$ cat src/pkg/hfpa_pkg.sv
package hfpa_pkg;
	// widths and default geometry
	localparam int DATA_W  = 32;
	localparam int FIFO_AW = 4;

	// byte offsets on the host port
	localparam logic [7:0] OFF_RXD_LO   = 8'h00;
	localparam logic [7:0] OFF_RXD_HI   = 8'h1C;
	localparam logic [7:0] OFF_TXD_LO   = 8'h20;
	localparam logic [7:0] OFF_TXD_HI   = 8'h3C;
	localparam logic [7:0] OFF_RXS_POP  = 8'h40;
	localparam logic [7:0] OFF_RXS_NONDESTRUCTIVE_VIEW_PORT = 8'h44;
	localparam logic [7:0] OFF_TXS_POP  = 8'h48;
	localparam logic [7:0] OFF_TXS_NONDESTRUCTIVE_VIEW_PORT = 8'h4C;
	localparam logic [7:0] OFF_CAP      = 8'h50;
	localparam logic [7:0] OFF_CFG      = 8'h54;
	localparam logic [7:0] OFF_EVT      = 8'h58;
	localparam logic [7:0] OFF_LVL      = 8'h5C;

	// fifo numbering
	localparam logic [1:0] FIFO_RXD = 2'h0;
	localparam logic [1:0] FIFO_RXS = 2'h1;
	localparam logic [1:0] FIFO_TXS = 2'h2;
	localparam logic [1:0] FIFO_TXD = 2'h3;

	// capacity register fields
	localparam int CAP_RXD_POS = 0;
	localparam int CAP_RXS_POS = 8;
	localparam int CAP_TXD_POS = 16;

	// configuration register fields
	localparam int         CFG_MODE16_BIT = 0;
	localparam int         CFG_SWRST_BIT  = 1;
	localparam logic       CFG_MODE16_RST = 1'b0;

	// event register fields
	localparam int         EVT_RX_UNDER  = 0;
	localparam int         EVT_TX_OVER   = 1;
	localparam int         EVT_RX_OVER   = 2;
	localparam int         EVT_STS_FULL  = 8;
	localparam int         EVT_TX_SPACE  = 9;
	localparam int         EVT_DROP_POS  = 24;
	localparam logic       EVT_SPACE_RST = 1'b1;
	localparam logic [7:0] DROP_MAX      = 8'hFF;

	// level register fields
	localparam int LVL_RXD_POS = 0;
	localparam int LVL_RXS_POS = 8;
	localparam int LVL_TXS_POS = 16;
	localparam int LVL_TXD_POS = 24;

	// half-word lanes for 16-bit mode
	localparam logic [31:0] MASK_ALL = 32'hFFFFFFFF;
	localparam logic [31:0] MASK_LO  = 32'h0000FFFF;
	localparam logic [31:0] MASK_HI  = 32'hFFFF0000;

	typedef enum logic {
		SRC_REG,
		SRC_MEM
	} hfpa_src_t;
endpackage : hfpa_pkg

$ cat src/pkg/hfpa_mem_if.sv
`timescale 1ns/10ps
interface hfpa_mem_if #(
	parameter int W  = 32,
	parameter int AW = 4
);
	logic          wrEn;
	logic [AW-1:0] wrAddr;
	logic [W-1:0]  wrData;
	logic [AW-1:0] rdAddr;
	logic [W-1:0]  rdData;

	modport mem (
		input  wrEn,
		input  wrAddr,
		input  wrData,
		input  rdAddr,
		output rdData
	);
	modport ctl (
		output wrEn,
		output wrAddr,
		output wrData,
		output rdAddr,
		input  rdData
	);
endinterface : hfpa_mem_if

$ cat src/logic/hfpa_top.sv
// Contract
// writes to read-only locations change nothing and cause no side effect.
// reads of write-only locations return zero.
// write-one-to-clear bits clear on a written one, ignore a zero.
// clear-on-read bits return their value, then clear.
// latching flags hold until their register is read, then release.
// soft-reset-immune bits keep their value across a software reset.
// host writes zeros to reserved fields and ignores their read value.
// reserved locations may read any value; here they read zero.
// host never writes reserved locations.
// every reset source loads configuration registers with defaults; a software reset here keeps mode16 and loads only the capacities.
// four fifos; data and receive-status capacities set by register.
// receive-status pop port returns oldest entry and removes it.
// receive-status view port returns oldest entry, fifo unchanged.
// receive data fifo reads always pop.
// all eight receive data aliases at 00h..1Ch pop the same fifo.
// transmit-status pop port returns oldest entry and removes it.
// transmit-status view port returns oldest entry, fifo unchanged.
// transmit data aliases at 20h..3Ch all push the same fifo.
// popping an empty fifo leaves its pointers untouched.
// split 16-bit accesses move pointers exactly once per word.
`timescale 1ns/10ps
module hfpa_top #(
	parameter int AW = hfpa_pkg::FIFO_AW
) (
	// clock and reset
	input  wire logic                        mclk,
	input  wire logic                        rst_n,
	input  wire logic                        softRstReq,
	// host port
	input  wire logic [7:0]                  hostAddr,
	input  wire logic                        hostRd,
	input  wire logic                        hostWr,
	input  wire logic [hfpa_pkg::DATA_W-1:0] hostWrData,
	output logic      [hfpa_pkg::DATA_W-1:0] hostRdData,
	output logic                             hostRdValid,
	// datapath side
	input  wire logic                        rxDataPush,
	input  wire logic [hfpa_pkg::DATA_W-1:0] rxDataIn,
	input  wire logic                        rxStsPush,
	input  wire logic [hfpa_pkg::DATA_W-1:0] rxStsIn,
	input  wire logic                        txStsPush,
	input  wire logic [hfpa_pkg::DATA_W-1:0] txStsIn,
	input  wire logic                        txDataPop,
	output logic      [hfpa_pkg::DATA_W-1:0] txDataOut,
	output logic                             txDataValid,
	// fill levels
	output logic      [AW:0]                 rxDataLevel,
	output logic      [AW:0]                 rxStsLevel,
	output logic      [AW:0]                 txStsLevel,
	output logic      [AW:0]                 txDataLevel
);
	localparam int         DW       = hfpa_pkg::DATA_W;
	localparam logic [AW:0] FULL_CAP = {1'b1, {AW{1'b0}}};

	typedef struct packed {
		logic [3:0][AW-1:0]  head;
		logic [3:0][AW-1:0]  tail;
		logic [3:0][AW:0]    cnt;
		logic [AW:0]         capRxd;
		logic [AW:0]         capRxs;
		logic [AW:0]         capTxd;
		logic                mode16;
		logic                rxUnder;
		logic                txOver;
		logic                rxOver;
		logic                stsFullSeen;
		logic                txSpaceOk;
		logic [7:0]          dropCnt;
		logic                pendValid;
		hfpa_pkg::hfpa_src_t pendSrc;
		logic [1:0]          pendFifo;
		logic                pendEmpty;
		logic                pendHalfHi;
		logic [DW-1:0]       pendReg;
		logic [15:0]         rdHold;
		logic [15:0]         wrHold;
		logic                txPendValid;
		logic                txPendEmpty;
		logic [DW-1:0]       rdData;
		logic                rdValid;
		logic [DW-1:0]       txOut;
		logic                txValid;
	} hfpa_state_t;

	function automatic hfpa_state_t defState();
		hfpa_state_t d;
		d           = '0;
		d.capRxd    = FULL_CAP;
		d.capRxs    = FULL_CAP;
		d.capTxd    = FULL_CAP;
		d.mode16    = hfpa_pkg::CFG_MODE16_RST;
		d.txSpaceOk = hfpa_pkg::EVT_SPACE_RST;
		return d;
	endfunction : defState

	function automatic logic isFull(logic [AW:0] c, logic [AW:0] cap);
		return (c >= cap) || c[AW];
	endfunction : isFull

	hfpa_state_t          s;
	hfpa_state_t          n;
	logic [3:0]           pop;
	logic [3:0]           push;
	logic [3:0][DW-1:0]   memWrData;
	logic [3:0][DW-1:0]   memRd;
	logic [7:0]           base;
	logic                 halfHi;
	logic [DW-1:0]        wrMask;
	logic [DW-1:0]        wrWord;
	logic [DW-1:0]        word;
	logic [DW-1:0]        regCap;
	logic [DW-1:0]        regCfg;
	logic [DW-1:0]        regEvt;
	logic [DW-1:0]        regLvl;
	logic [DW-1:0]        merged;
	logic [DW-1:0]        txWord;
	logic [1:0]           fsel;
	logic                 fifoHit;
	logic                 doPop;
	logic                 evtRead;
	logic                 hostUnder;
	logic                 txOverSet;
	logic                 rxOverSet;
	logic                 softClr;
	logic                 keepMode;
	logic                 keepValid;
	logic [DW-1:0]        keepData;

	always_comb begin
		n           = s;
		n.rdValid   = 1'b0;
		n.txValid   = 1'b0;
		n.pendValid = 1'b0;
		n.txPendValid = 1'b0;
		pop       = '0;
		push      = '0;
		memWrData = '0;
		word      = '0;
		merged    = '0;
		txWord    = '0;
		fsel      = hfpa_pkg::FIFO_RXD;
		fifoHit   = 1'b0;
		doPop     = 1'b0;
		evtRead   = 1'b0;
		hostUnder = 1'b0;
		txOverSet = 1'b0;
		rxOverSet = 1'b0;
		softClr   = softRstReq;
		base      = {hostAddr[7:2], 2'b00};
		halfHi    = s.mode16 & hostAddr[1];
		wrMask    = !s.mode16 ? hfpa_pkg::MASK_ALL :
			(hostAddr[1] ? hfpa_pkg::MASK_HI : hfpa_pkg::MASK_LO);
		wrWord    = !s.mode16 ? hostWrData :
			(hostAddr[1] ? {hostWrData[15:0], 16'h0000} :
			{16'h0000, hostWrData[15:0]});

		// register views
		regCap = '0;
		regCap[hfpa_pkg::CAP_RXD_POS +: AW+1] = s.capRxd;
		regCap[hfpa_pkg::CAP_RXS_POS +: AW+1] = s.capRxs;
		regCap[hfpa_pkg::CAP_TXD_POS +: AW+1] = s.capTxd;
		regCfg = '0;
		regCfg[hfpa_pkg::CFG_MODE16_BIT] = s.mode16;
		regEvt = '0;
		regEvt[hfpa_pkg::EVT_RX_UNDER] = s.rxUnder;
		regEvt[hfpa_pkg::EVT_TX_OVER]  = s.txOver;
		regEvt[hfpa_pkg::EVT_RX_OVER]  = s.rxOver;
		regEvt[hfpa_pkg::EVT_STS_FULL] = s.stsFullSeen;
		regEvt[hfpa_pkg::EVT_TX_SPACE] = s.txSpaceOk;
		regEvt[hfpa_pkg::EVT_DROP_POS +: 8] = s.dropCnt;
		regLvl = '0;
		regLvl[hfpa_pkg::LVL_RXD_POS +: AW+1] = s.cnt[hfpa_pkg::FIFO_RXD];
		regLvl[hfpa_pkg::LVL_RXS_POS +: AW+1] = s.cnt[hfpa_pkg::FIFO_RXS];
		regLvl[hfpa_pkg::LVL_TXS_POS +: AW+1] = s.cnt[hfpa_pkg::FIFO_TXS];
		regLvl[hfpa_pkg::LVL_TXD_POS +: AW+1] = s.cnt[hfpa_pkg::FIFO_TXD];

		// answer stage: storage data arrives one cycle after the request
		if (s.pendValid) begin
			word = s.pendReg;
			if (s.pendSrc == hfpa_pkg::SRC_MEM)
				word = s.pendEmpty ? '0 : memRd[s.pendFifo];
			if (s.mode16) begin
				if (s.pendSrc == hfpa_pkg::SRC_MEM && !s.pendHalfHi)
					n.rdHold = word[31:16];
				n.rdData = {16'h0000,
					s.pendHalfHi ? word[31:16] : word[15:0]};
			end else begin
				n.rdData = word;
			end
			n.rdValid = 1'b1;
		end
		if (s.txPendValid) begin
			n.txOut   = s.txPendEmpty ? '0 : memRd[hfpa_pkg::FIFO_TXD];
			n.txValid = !s.txPendEmpty;
		end

		// host read takes priority over a simultaneous write
		if (hostRd) begin
			n.pendValid  = 1'b1;
			n.pendHalfHi = halfHi;
			n.pendSrc    = hfpa_pkg::SRC_REG;
			n.pendReg    = '0;
			n.pendEmpty  = 1'b0;
			if (base <= hfpa_pkg::OFF_RXD_HI) begin
				fifoHit = 1'b1;
				fsel    = hfpa_pkg::FIFO_RXD;
				doPop   = 1'b1;
			end else begin
				case (base)
					hfpa_pkg::OFF_RXS_POP: begin
						fifoHit = 1'b1;
						fsel    = hfpa_pkg::FIFO_RXS;
						doPop   = 1'b1;
					end
					hfpa_pkg::OFF_RXS_NONDESTRUCTIVE_VIEW_PORT: begin
						fifoHit = 1'b1;
						fsel    = hfpa_pkg::FIFO_RXS;
					end
					hfpa_pkg::OFF_TXS_POP: begin
						fifoHit = 1'b1;
						fsel    = hfpa_pkg::FIFO_TXS;
						doPop   = 1'b1;
					end
					hfpa_pkg::OFF_TXS_NONDESTRUCTIVE_VIEW_PORT: begin
						fifoHit = 1'b1;
						fsel    = hfpa_pkg::FIFO_TXS;
					end
					hfpa_pkg::OFF_CAP: n.pendReg = regCap;
					hfpa_pkg::OFF_CFG: n.pendReg = regCfg;
					hfpa_pkg::OFF_EVT: begin
						n.pendReg = regEvt;
						evtRead   = 1'b1;
					end
					hfpa_pkg::OFF_LVL: n.pendReg = regLvl;
					// write-only data window and reserved space
					default: n.pendReg = '0;
				endcase
			end
			if (fifoHit) begin
				if (doPop && halfHi) begin
					// upper half of a word already popped; a low half
					// answered this very cycle has not reached rdHold yet
					n.pendReg = {(s.pendValid && !s.pendHalfHi &&
						s.pendSrc == hfpa_pkg::SRC_MEM && s.pendFifo == fsel) ?
						word[31:16] : s.rdHold, 16'h0000};
				end else begin
					n.pendSrc   = hfpa_pkg::SRC_MEM;
					n.pendFifo  = fsel;
					n.pendEmpty = s.cnt[fsel] == '0;
					if (doPop) begin
						if (s.cnt[fsel] == '0)
							hostUnder = 1'b1;
						else
							pop[fsel] = 1'b1;
					end
				end
			end
		end else if (hostWr) begin
			if (base >= hfpa_pkg::OFF_TXD_LO && base <= hfpa_pkg::OFF_TXD_HI)
			begin
				if (s.mode16 && !hostAddr[1]) begin
					n.wrHold = hostWrData[15:0];
				end else begin
					txWord = s.mode16 ? {hostWrData[15:0], s.wrHold}
						: hostWrData;
					if (isFull(s.cnt[hfpa_pkg::FIFO_TXD], s.capTxd)) begin
						txOverSet = 1'b1;
					end else begin
						push[hfpa_pkg::FIFO_TXD]      = 1'b1;
						memWrData[hfpa_pkg::FIFO_TXD] = txWord;
					end
				end
			end else begin
				case (base)
					hfpa_pkg::OFF_CAP: begin
						merged   = (regCap & ~wrMask) | (wrWord & wrMask);
						n.capRxd = merged[hfpa_pkg::CAP_RXD_POS +: AW+1];
						n.capRxs = merged[hfpa_pkg::CAP_RXS_POS +: AW+1];
						n.capTxd = merged[hfpa_pkg::CAP_TXD_POS +: AW+1];
					end
					hfpa_pkg::OFF_CFG: begin
						if (wrMask[hfpa_pkg::CFG_MODE16_BIT])
							n.mode16 = wrWord[hfpa_pkg::CFG_MODE16_BIT];
						// self-clearing: never stored
						if (wrMask[hfpa_pkg::CFG_SWRST_BIT] &&
							wrWord[hfpa_pkg::CFG_SWRST_BIT])
							softClr = 1'b1;
					end
					hfpa_pkg::OFF_EVT: begin
						merged = wrWord & wrMask;
						if (merged[hfpa_pkg::EVT_RX_UNDER])
							n.rxUnder = 1'b0;
						if (merged[hfpa_pkg::EVT_TX_OVER])
							n.txOver = 1'b0;
						if (merged[hfpa_pkg::EVT_RX_OVER])
							n.rxOver = 1'b0;
					end
					// status ports, levels, receive window, reserved
					default: ;
				endcase
			end
		end

		// datapath side; a push into a full fifo is dropped, and counted only for the two receive fifos
		if (rxDataPush) begin
			if (isFull(s.cnt[hfpa_pkg::FIFO_RXD], s.capRxd)) begin
				rxOverSet = 1'b1;
			end else begin
				push[hfpa_pkg::FIFO_RXD]      = 1'b1;
				memWrData[hfpa_pkg::FIFO_RXD] = rxDataIn;
			end
		end
		if (rxStsPush) begin
			if (isFull(s.cnt[hfpa_pkg::FIFO_RXS], s.capRxs)) begin
				rxOverSet = 1'b1;
			end else begin
				push[hfpa_pkg::FIFO_RXS]      = 1'b1;
				memWrData[hfpa_pkg::FIFO_RXS] = rxStsIn;
			end
		end
		if (txStsPush && !isFull(s.cnt[hfpa_pkg::FIFO_TXS], FULL_CAP)) begin
			push[hfpa_pkg::FIFO_TXS]      = 1'b1;
			memWrData[hfpa_pkg::FIFO_TXS] = txStsIn;
		end
		if (txDataPop) begin
			n.txPendValid = 1'b1;
			n.txPendEmpty = s.cnt[hfpa_pkg::FIFO_TXD] == '0;
			pop[hfpa_pkg::FIFO_TXD] = s.cnt[hfpa_pkg::FIFO_TXD] != '0;
		end

		for (int i = 0; i < 4; i++) begin
			n.head[i] = s.head[i] + AW'(pop[i]);
			n.tail[i] = s.tail[i] + AW'(push[i]);
			n.cnt[i]  = s.cnt[i] + (AW+1)'(push[i]) - (AW+1)'(pop[i]);
		end

		// releases first so that a same-cycle event wins
		if (evtRead) begin
			n.dropCnt     = '0;
			n.stsFullSeen = 1'b0;
			n.txSpaceOk   = 1'b1;
		end
		if (hostUnder)
			n.rxUnder = 1'b1;
		if (txOverSet)
			n.txOver = 1'b1;
		if (rxOverSet) begin
			n.rxOver = 1'b1;
			if (n.dropCnt != hfpa_pkg::DROP_MAX)
				n.dropCnt = n.dropCnt + 8'h01;
		end
		if (isFull(n.cnt[hfpa_pkg::FIFO_RXS], s.capRxs))
			n.stsFullSeen = 1'b1;
		if (isFull(n.cnt[hfpa_pkg::FIFO_TXD], s.capTxd))
			n.txSpaceOk = 1'b0;

		// an in-flight read answer still completes across a soft reset
		keepMode  = n.mode16;
		keepValid = n.rdValid;
		keepData  = n.rdData;
		if (softClr) begin
			n         = defState();
			n.mode16  = keepMode;
			n.rdValid = keepValid;
			n.rdData  = keepData;
		end
	end

	always_ff @(posedge mclk) begin
		if (!rst_n)
			s <= defState();
		else
			s <= n;
	end

	// one storage block per fifo
	genvar g;
	generate
		for (g = 0; g < 4; g++) begin : gFifo
			hfpa_mem_if #(.W(DW), .AW(AW)) mif ();
			assign mif.wrEn   = push[g];
			assign mif.wrAddr = s.tail[g];
			assign mif.wrData = memWrData[g];
			assign mif.rdAddr = s.head[g];
			assign memRd[g]   = mif.rdData;
			hfpa_fifo_mem #(
				.W  (DW),
				.AW (AW)
			) uMem (
				.mclk (mclk),
				.port (mif)
			);
		end
	endgenerate

	assign hostRdData  = s.rdData;
	assign hostRdValid = s.rdValid;
	assign txDataOut   = s.txOut;
	assign txDataValid = s.txValid;
	assign rxDataLevel = s.cnt[hfpa_pkg::FIFO_RXD];
	assign rxStsLevel  = s.cnt[hfpa_pkg::FIFO_RXS];
	assign txStsLevel  = s.cnt[hfpa_pkg::FIFO_TXS];
	assign txDataLevel = s.cnt[hfpa_pkg::FIFO_TXD];
endmodule : hfpa_top

$ cat src/logic/hfpa_fifo_mem.sv
`timescale 1ns/10ps
module hfpa_fifo_mem #(
	parameter int W  = 32,
	parameter int AW = 4
) (
	// clock
	input wire logic mclk,
	// storage port
	hfpa_mem_if.mem  port
);
	typedef struct packed {
		logic [(1<<AW)-1:0][W-1:0] cells;
		logic [W-1:0]              rdData;
	} hfpa_mem_state_t;

	hfpa_mem_state_t s;
	hfpa_mem_state_t n;

	// read returns the cell as it stood before this edge's write
	always_comb begin
		n = s;
		if (port.wrEn)
			n.cells[port.wrAddr] = port.wrData;
		n.rdData = s.cells[port.rdAddr];
	end

	always_ff @(posedge mclk) begin
		s <= n;
	end

	assign port.rdData = s.rdData;
endmodule : hfpa_fifo_mem

$ cat config.mk
export PLATFORM = sky130hd
export DESIGN_NAME = hfpa_top
export DESIGN_NICKNAME = d
export VERILOG_FILES = /design/src/pkg/hfpa_pkg.sv /design/src/pkg/hfpa_mem_if.sv /design/src/logic/hfpa_top.sv /design/src/logic/hfpa_fifo_mem.sv
export SDC_FILE = /design/constraint.sdc
export NUM_CORES = 2
export LEC_CHECK = 0
export BUFFER_PORTS_ARGS = -buffer_cell sky130_fd_sc_hd__buf_2
export CORE_AREA = 2 2 519 315
export CTS_BUF_LIST = sky130_fd_sc_hd__clkbuf_4 sky130_fd_sc_hd__clkbuf_8
export CTS_CLUSTER_DIAMETER = 40
export DETAILED_ROUTE_END_ITERATION = 12
export DIE_AREA = 0 0 521 317
export PLACE_DENSITY = 0.81
export REMOVE_ABC_BUFFERS = 1
export SKIP_LAST_GASP = 1
export SYNTH_ARGS = -nofsm -noshare
export SYNTH_HDL_FRONTEND = slang
export SYNTH_SLANG_ARGS = --single-unit
$ cat constraint.sdc
create_clock -name mclk -period 6 [get_ports mclk]
set_input_delay 0.9 -clock mclk [delete_from_list [all_inputs] [get_ports mclk]]
set_output_delay 0.9 -clock mclk [all_outputs]
set_load 0.05 [all_outputs]
## Word-level counts from Yosys, hierarchy flattened

Index checks and enable logic that the tools add are counted.

| storage, ports and cells | value |
|---|---|
| register bits after elaboration | 2395 |
| input bits | 145 |
| output and inout port bits | 86 |
| word-level logic and storage cells | 343 |

| cells by class | value |
|---|---|
| $add $sub $neg | 17 |
| order comparisons | 24 |
| equality and inequality tests | 16 |
| multiplexer cells | 121 |
| bitwise gates (word level) | 10 |
| reductions and logical operators | 51 |

Operators with widths:

| kind | count |
|---|---|
| $bwmux W512 | 4 |
| $mux W32 | 28 |
| $bmux W32 S4 | 4 |
| $demux W32 S4 | 4 |
| $pmux W32 S4 | 1 |
| $mux W21 | 4 |
| $bmux W32 S2 | 1 |
| $mux W1 | 50 |
| $eq A6 B5 Y1 const B | 8 |
| $and A21 B21 Y21 | 2 |
| $lt A4 B5 Y1 const B | 8 |
| $mux W4 | 10 |
| $mux W38 | 1 |
| $mux W33 | 1 |
| $add A4 B1 Y4 | 8 |
| $mux W16 | 2 |
| $ge A5 B5 Y1 | 5 |
| $reduce_bool A2 Y1 | 11 |
| $not A21 Y21 | 1 |
| $or A21 B21 Y21 | 1 |
| $add A5 B1 Y5 | 4 |
| $sub A5 B1 Y5 | 4 |
| $ge A4 B1 Y1 const B | 4 |
| $mux W8 | 2 |
| 31 further kinds | 71 |

## Depth between registers and ports, before layout

| logic depth | value |
|---|---|
| depth after elaboration | 19 |
| depth in mapped cells | 19 |

## Modules after synthesis

From an unflattened synthesis, not the netlist that was laid out.

| second synthesis, totals | value |
|---|---|
| cell total of the unflattened synthesis | 4959 |
| area, all modules | 93015.5 um2 |

By module, submodules not included:

| module | instances | cells each | area an instance (um2) |
|---|---|---|---|
| hfpa_fifo_mem | 4 | 870 | 20093.0 |
| hfpa_top | 1 | 1479 | 12643.4 |

## Least setup slack after synthesis

OpenSTA, ideal clock, no wires.

| path | value |
|---|---|
| path kind | input port to flip-flop |
| from | in hostRd |
| to | reg gFifo[3].uMem.s[320] (netlist bit) (enable) |
| setup time | 0.513 ns |
| data arrival time | 5.147 ns |
| setup slack | 0.340 ns |
| stages on the path | 6 |
| cell sequence | nand2b_1 -> nor2_1 -> and3_1 -> o211ai_1 -> clkbuf_1 -> nor4b_1 |

| on the way | value |
|---|---|
| cells in the longest elaborated chain, start to end | 1 |

RTL lines:

| element | line | text |
|---|---|---|
| start: declaration | hfpa_top.sv:32 | `input wire logic hostRd,` |
| $mux W1 | hfpa_top.sv:199 | `if (hostRd) begin` |
| end signal: assignment | hfpa_fifo_mem.sv:28 | `s <= n;` |
| end: declaration | hfpa_fifo_mem.sv:16 | `hfpa_mem_state_t s;` |

Every way passes these cells.
A chain may end at the register's enable or synchronous reset.

## Worst setup path after layout

| path | value |
|---|---|
| from | reg s, in the netlist rxStsLevel[0] |
| to | reg s, in the netlist regEvt[8] |

| on the way | value |
|---|---|
| cells in the longest elaborated chain, start to end | 12 |
| elaborated cells on any way between the ends | 18 |
| classes of those cells | add/sub: 2; order compare: 2; mux: 10; reduce/logical: 4 |

RTL lines:

| element | line | text |
|---|---|---|
| start: declaration | hfpa_top.sv:101 | `hfpa_state_t s;` |
| start signal: assignment | hfpa_top.sv:372 | `s <= defState();` |
| start signal: assignment | hfpa_top.sv:374 | `s <= n;` |
| branches (longest 8 deep; another with $ge A5 B5 Y1) | -- |  |
| $sub A5 B1 Y5 (*) | hfpa_top.sv:335 | `n.cnt[i] = s.cnt[i] + (AW+1)'(push[i]) - (AW+1)'(pop[i]);` |
| $ge A5 B5 Y1 | hfpa_top.sv:98 | `return (c >= cap) \|\| c[AW];` |
| $logic_or A1 B1 Y1 (*) | hfpa_top.sv:98 |  |
| $mux W1 or $reduce_bool A2 Y1 (tied branches) | -- |  |

Mark *: on every way between the ends. The select of a mux whose other input is x is not followed.

==> impl_metrics.tcl <==
set metrics [dict create \
    cts_resized 0 \
    die-area_mm2 0.1652 \
    clockRootBuffer "clkbuf_8" \
    fillCellCount 9995 \
    critical_path.max_stage_delay_ns 0.56 \
    end_kind "flop" \
    synth-edff-count 2048 \
    grt_max_degree 131 \
    preCtsSetupSlack_ns 1.093 \
    cts_setup_buffers 0 \
    die_h_um 317 \
    setup_viol 0 \
    syn_area_per_cell_um2 20.14 \
    place_hpwl_um 138100 \
    port_buffers 229 \
    syn_inst 4598 \
    ys_seq_elements 2389 \
    synth-main-ff-cell "edfxtp_1" \
    path_cells "inv_1 > ha_1 > nand2b_1 > a211oi_1 > o21bai_1 > a21o_1 > ha_1 > inv_1 > ha_1 > fa_1 > a21o_1 > a21oi_1 > xnor2_1 > inv_1 > ha_1 > o211ai_1 > a31oi_1" \
    share_seq_of_total_power 0.560 \
    ys_seq_area_frac 0.7378 \
    arrival_ns 5.12 \
    cts_max_path_buffers 4 \
    start_kind "flop" \
    hold_ws_ns 0.2439 \
    tritoncts "done" \
    coreArea_mm2 0.1602 \
    dr.pass1.iters 7 \
    drc 0 \
    overflow 0 \
    via_count 47760 \
    fmax_ghz 0.2312 \
    rsz0062_at_grt "no" \
    cts_buffers 330 \
    crit_required_ns 6.79 \
    status "finished, final reports clean" \
    crit_family "adder cells" \
    rows 114 \
    grt_first_pass_wirelength_um 328400 \
    async_flop_share 0 \
    synth.distinct_cells 66 \
    intPower_w 0.02577 \
    cpMaxStageDelayCell "a21o_1" \
    holdBufCountCts 0 \
    drive_gt1_frac 0.3252 \
    ctsHtreeMaxLevel 5 \
    fin_crit_sh 0.7208 \
    grt_use_total 0.2781 \
    hold_class "in2reg" \
    power_density_mw_per_mm2 321.4 \
    swShare 0.2220 \
    die_w_um 521 \
    ir_worst_vdd_mv 0.2128 \
    ys_warn_count 0 \
    hold_violations 0 \
    nNetsFinal 5165 \
    report.final.slew_viol_count 0 \
    slew_headroom 0.1199 \
    power_frac_clock 0.390 \
    place_congestion 0.8817 \
    antenna_found_initial 30 \
    cts_sinks 2389 \
    setup_ws_ns 1.675 \
    initial_utilization 0.5781 \
    path_class "reg2reg" \
    combPwrFrac 0.051 \
    clkLatencyLatePin_ns 0.94 \
    area_growth_pct 11.28 \
    vias_per_cell 6.479 \
    grt_pass1_vias 47050 \
    clk_pin_slew_ns 0.07 \
    syn_area_mm2 0.09261 \
    cp.buffers_inverters 3 \
    first_iter_violations 7169 \
    maxCapViolations 0 \
    p_leak_nw 32.62 \
    skew_ns 0.05706 \
    ioPinCount 231 \
    power_switching_w 0.007352 \
    wl_per_cell_um 31.16 \
    cp_common_cell "ha_1" \
    finalCriticalPeriod_ns 4.325 \
    worst_pin_slew_ns 1.314 \
    antenna_left 0 \
    timing.reg2reg.setup_slack_ns 1.68 \
    wl_um 229700 \
    path_max_fanout 18 \
]
==> power groups by stage <==
stage	sequential (W)	combinational [W]	clock [W]
3_3_place_gp	0.0189	0.00161	0
3_5_place_dp	0.0189	0.00166	0
6_report	0.0185	0.00168	0.0129
4_1_cts	0.0185	0.00167	0.0130
2_1_floorplan	0.0189	0.000954	0
5_1_grt	0.0185	0.00181	0.0137
==> final timing paths <==
| path | start | cells after the start | end |
|---|---|---|---|
| min | hostWrData[7] | 3 | s[75]$_SDFFE_PP0P_ |
| min reg2reg | flop | 2 | flop |
| max | rxStsLevel[0]$_SDFF_PP0_ | 17 | regEvt[8]$_SDFFE_PP0P_ |
| max reg2reg | rxStsLevel[0]$_SDFF_PP0_ | 17 | regEvt[8]$_SDFFE_PP0P_ |
==> layer usage <==
metal	routed length, um	vias up	global-route usage
met5	86	-	0
met4	7464	14	0.08912
met3	31280	439	0.07833
met2	103200	3374	0.4047
met1	87630	24670	0.4137
li1	-	19270	-
==> worst reg2reg max path, cell delays in order (launching register included) <==
cell      delay, ns
dfxtp_1        0.41
inv_1          0.08
ha_1           0.29
nand2b_1       0.14
a211oi_1       0.33
o21bai_1       0.12
a21o_1         0.56
ha_1           0.50
inv_1          0.05
ha_1           0.21
fa_1           0.44
a21o_1         0.18
a21oi_1        0.18
xnor2_1        0.20
inv_1          0.08
ha_1           0.27
o211ai_1       0.09
a31oi_1        0.10
==> placed cells by master, fill, tap and decap left out, types with 79 or more instances in the layout <==
cell	n
and2_1	147
clkbuf_4	114
nand2_1	79
dfxtp_1	321
mux4_2	660
buf_2	229
edfxtp_1	2048
buf_4	125
clkbuf_8	386
mux2i_1	84
nor2_1	173
a21oi_1	123
==> cell families (layout without fill, tap and decap cells) <==
logic type / after synthesis / after routing / share of synthesized area
xor gates and xnor gates: 32 / 32 / 0.003026
buffers and inverters: 406 / 1020 / 0.02167
DFF: 2389 / 2389 / 0.7378
muxes: 762 / 762 / 0.1718
other: 0 / 14 / 0
AOI/OAI and AO/OA: 290 / 290 / 0.01951
and+or+nand+nor: 652 / 652 / 0.03683
adders and majority gates: 67 / 67 / 0.009377
==> synth_stat cells (69+ instances only) <==
library cell,n,area (um^2)
edfxtp_1,2048,61500
mux4_2,660,14860
dfxtp_1,341,6827
and2_1,147,919.6
a21oi_1,123,615.6
buf_2,83,415.4
nand2_1,79,296.5
buf_4,93,698.2
inv_1,69,259.0
clkbuf_1,128,480.5
nor2b_1,69,431.7
nor2_1,185,694.4
mux2i_1,84,840.8
==> cell type report <==
type | count | area (um^2) | share of cell area
inverters | 69 | 259.0 | 0.002513
repair buffers | 360 | 2205 | 0.02139
well taps | 2146 | 2685 | 0.02605
clock inverters | 91 | 651.9 | 0.006326
flip-flops and latches | 2389 | 68370 | 0.6634
multi-input cells | 1803 | 22680 | 0.2201
diodes | 14 | 35.03 | 0.0003400
clock buffers | 500 | 6168 | 0.05986
==> through the flow <==
step | std cells | setup TNS [ns] | util | area [um^2] | power, W
3_3_place_gp | 6767 | 0 | 0.6006 | 96200 | 0.02047
2_1_floorplan | 4261 | -267.24 | - | 90860 | 0.01983
3_5_place_dp | 6767 | 0 | 0.6006 | 96200 | 0.02053
6_report | 7372 | 0 | 0.6434 | 103100 | 0.03312
4_1_cts | 7358 | 0 | 0.6431 | 103000 | 0.03324
5_1_grt | 7365 | 0 | 0.6433 | 103000 | 0.03406
==> sequential cells by signal, summed over array words and instances (netlist names), named ones only <==
| register | cells |
|---|---|
| rxStsLevel | 5 |
| gFifo.mif.wrAddr | 16 |
| gFifo.uMem.s | 2048 |
| regEvt | 13 |
| txDataValid | 1 |
| gFifo.mif.rdAddr | 16 |
| hostRdValid | 1 |
| txDataLevel | 5 |
| s | 66 |
| txStsLevel | 5 |
| hostRdData | 32 |
| regCfg | 1 |
| gFifo.uMem.port.rdData | 128 |
| rxDataLevel | 5 |
| txDataOut | 32 |
Power figures use the tool's default switching activity.
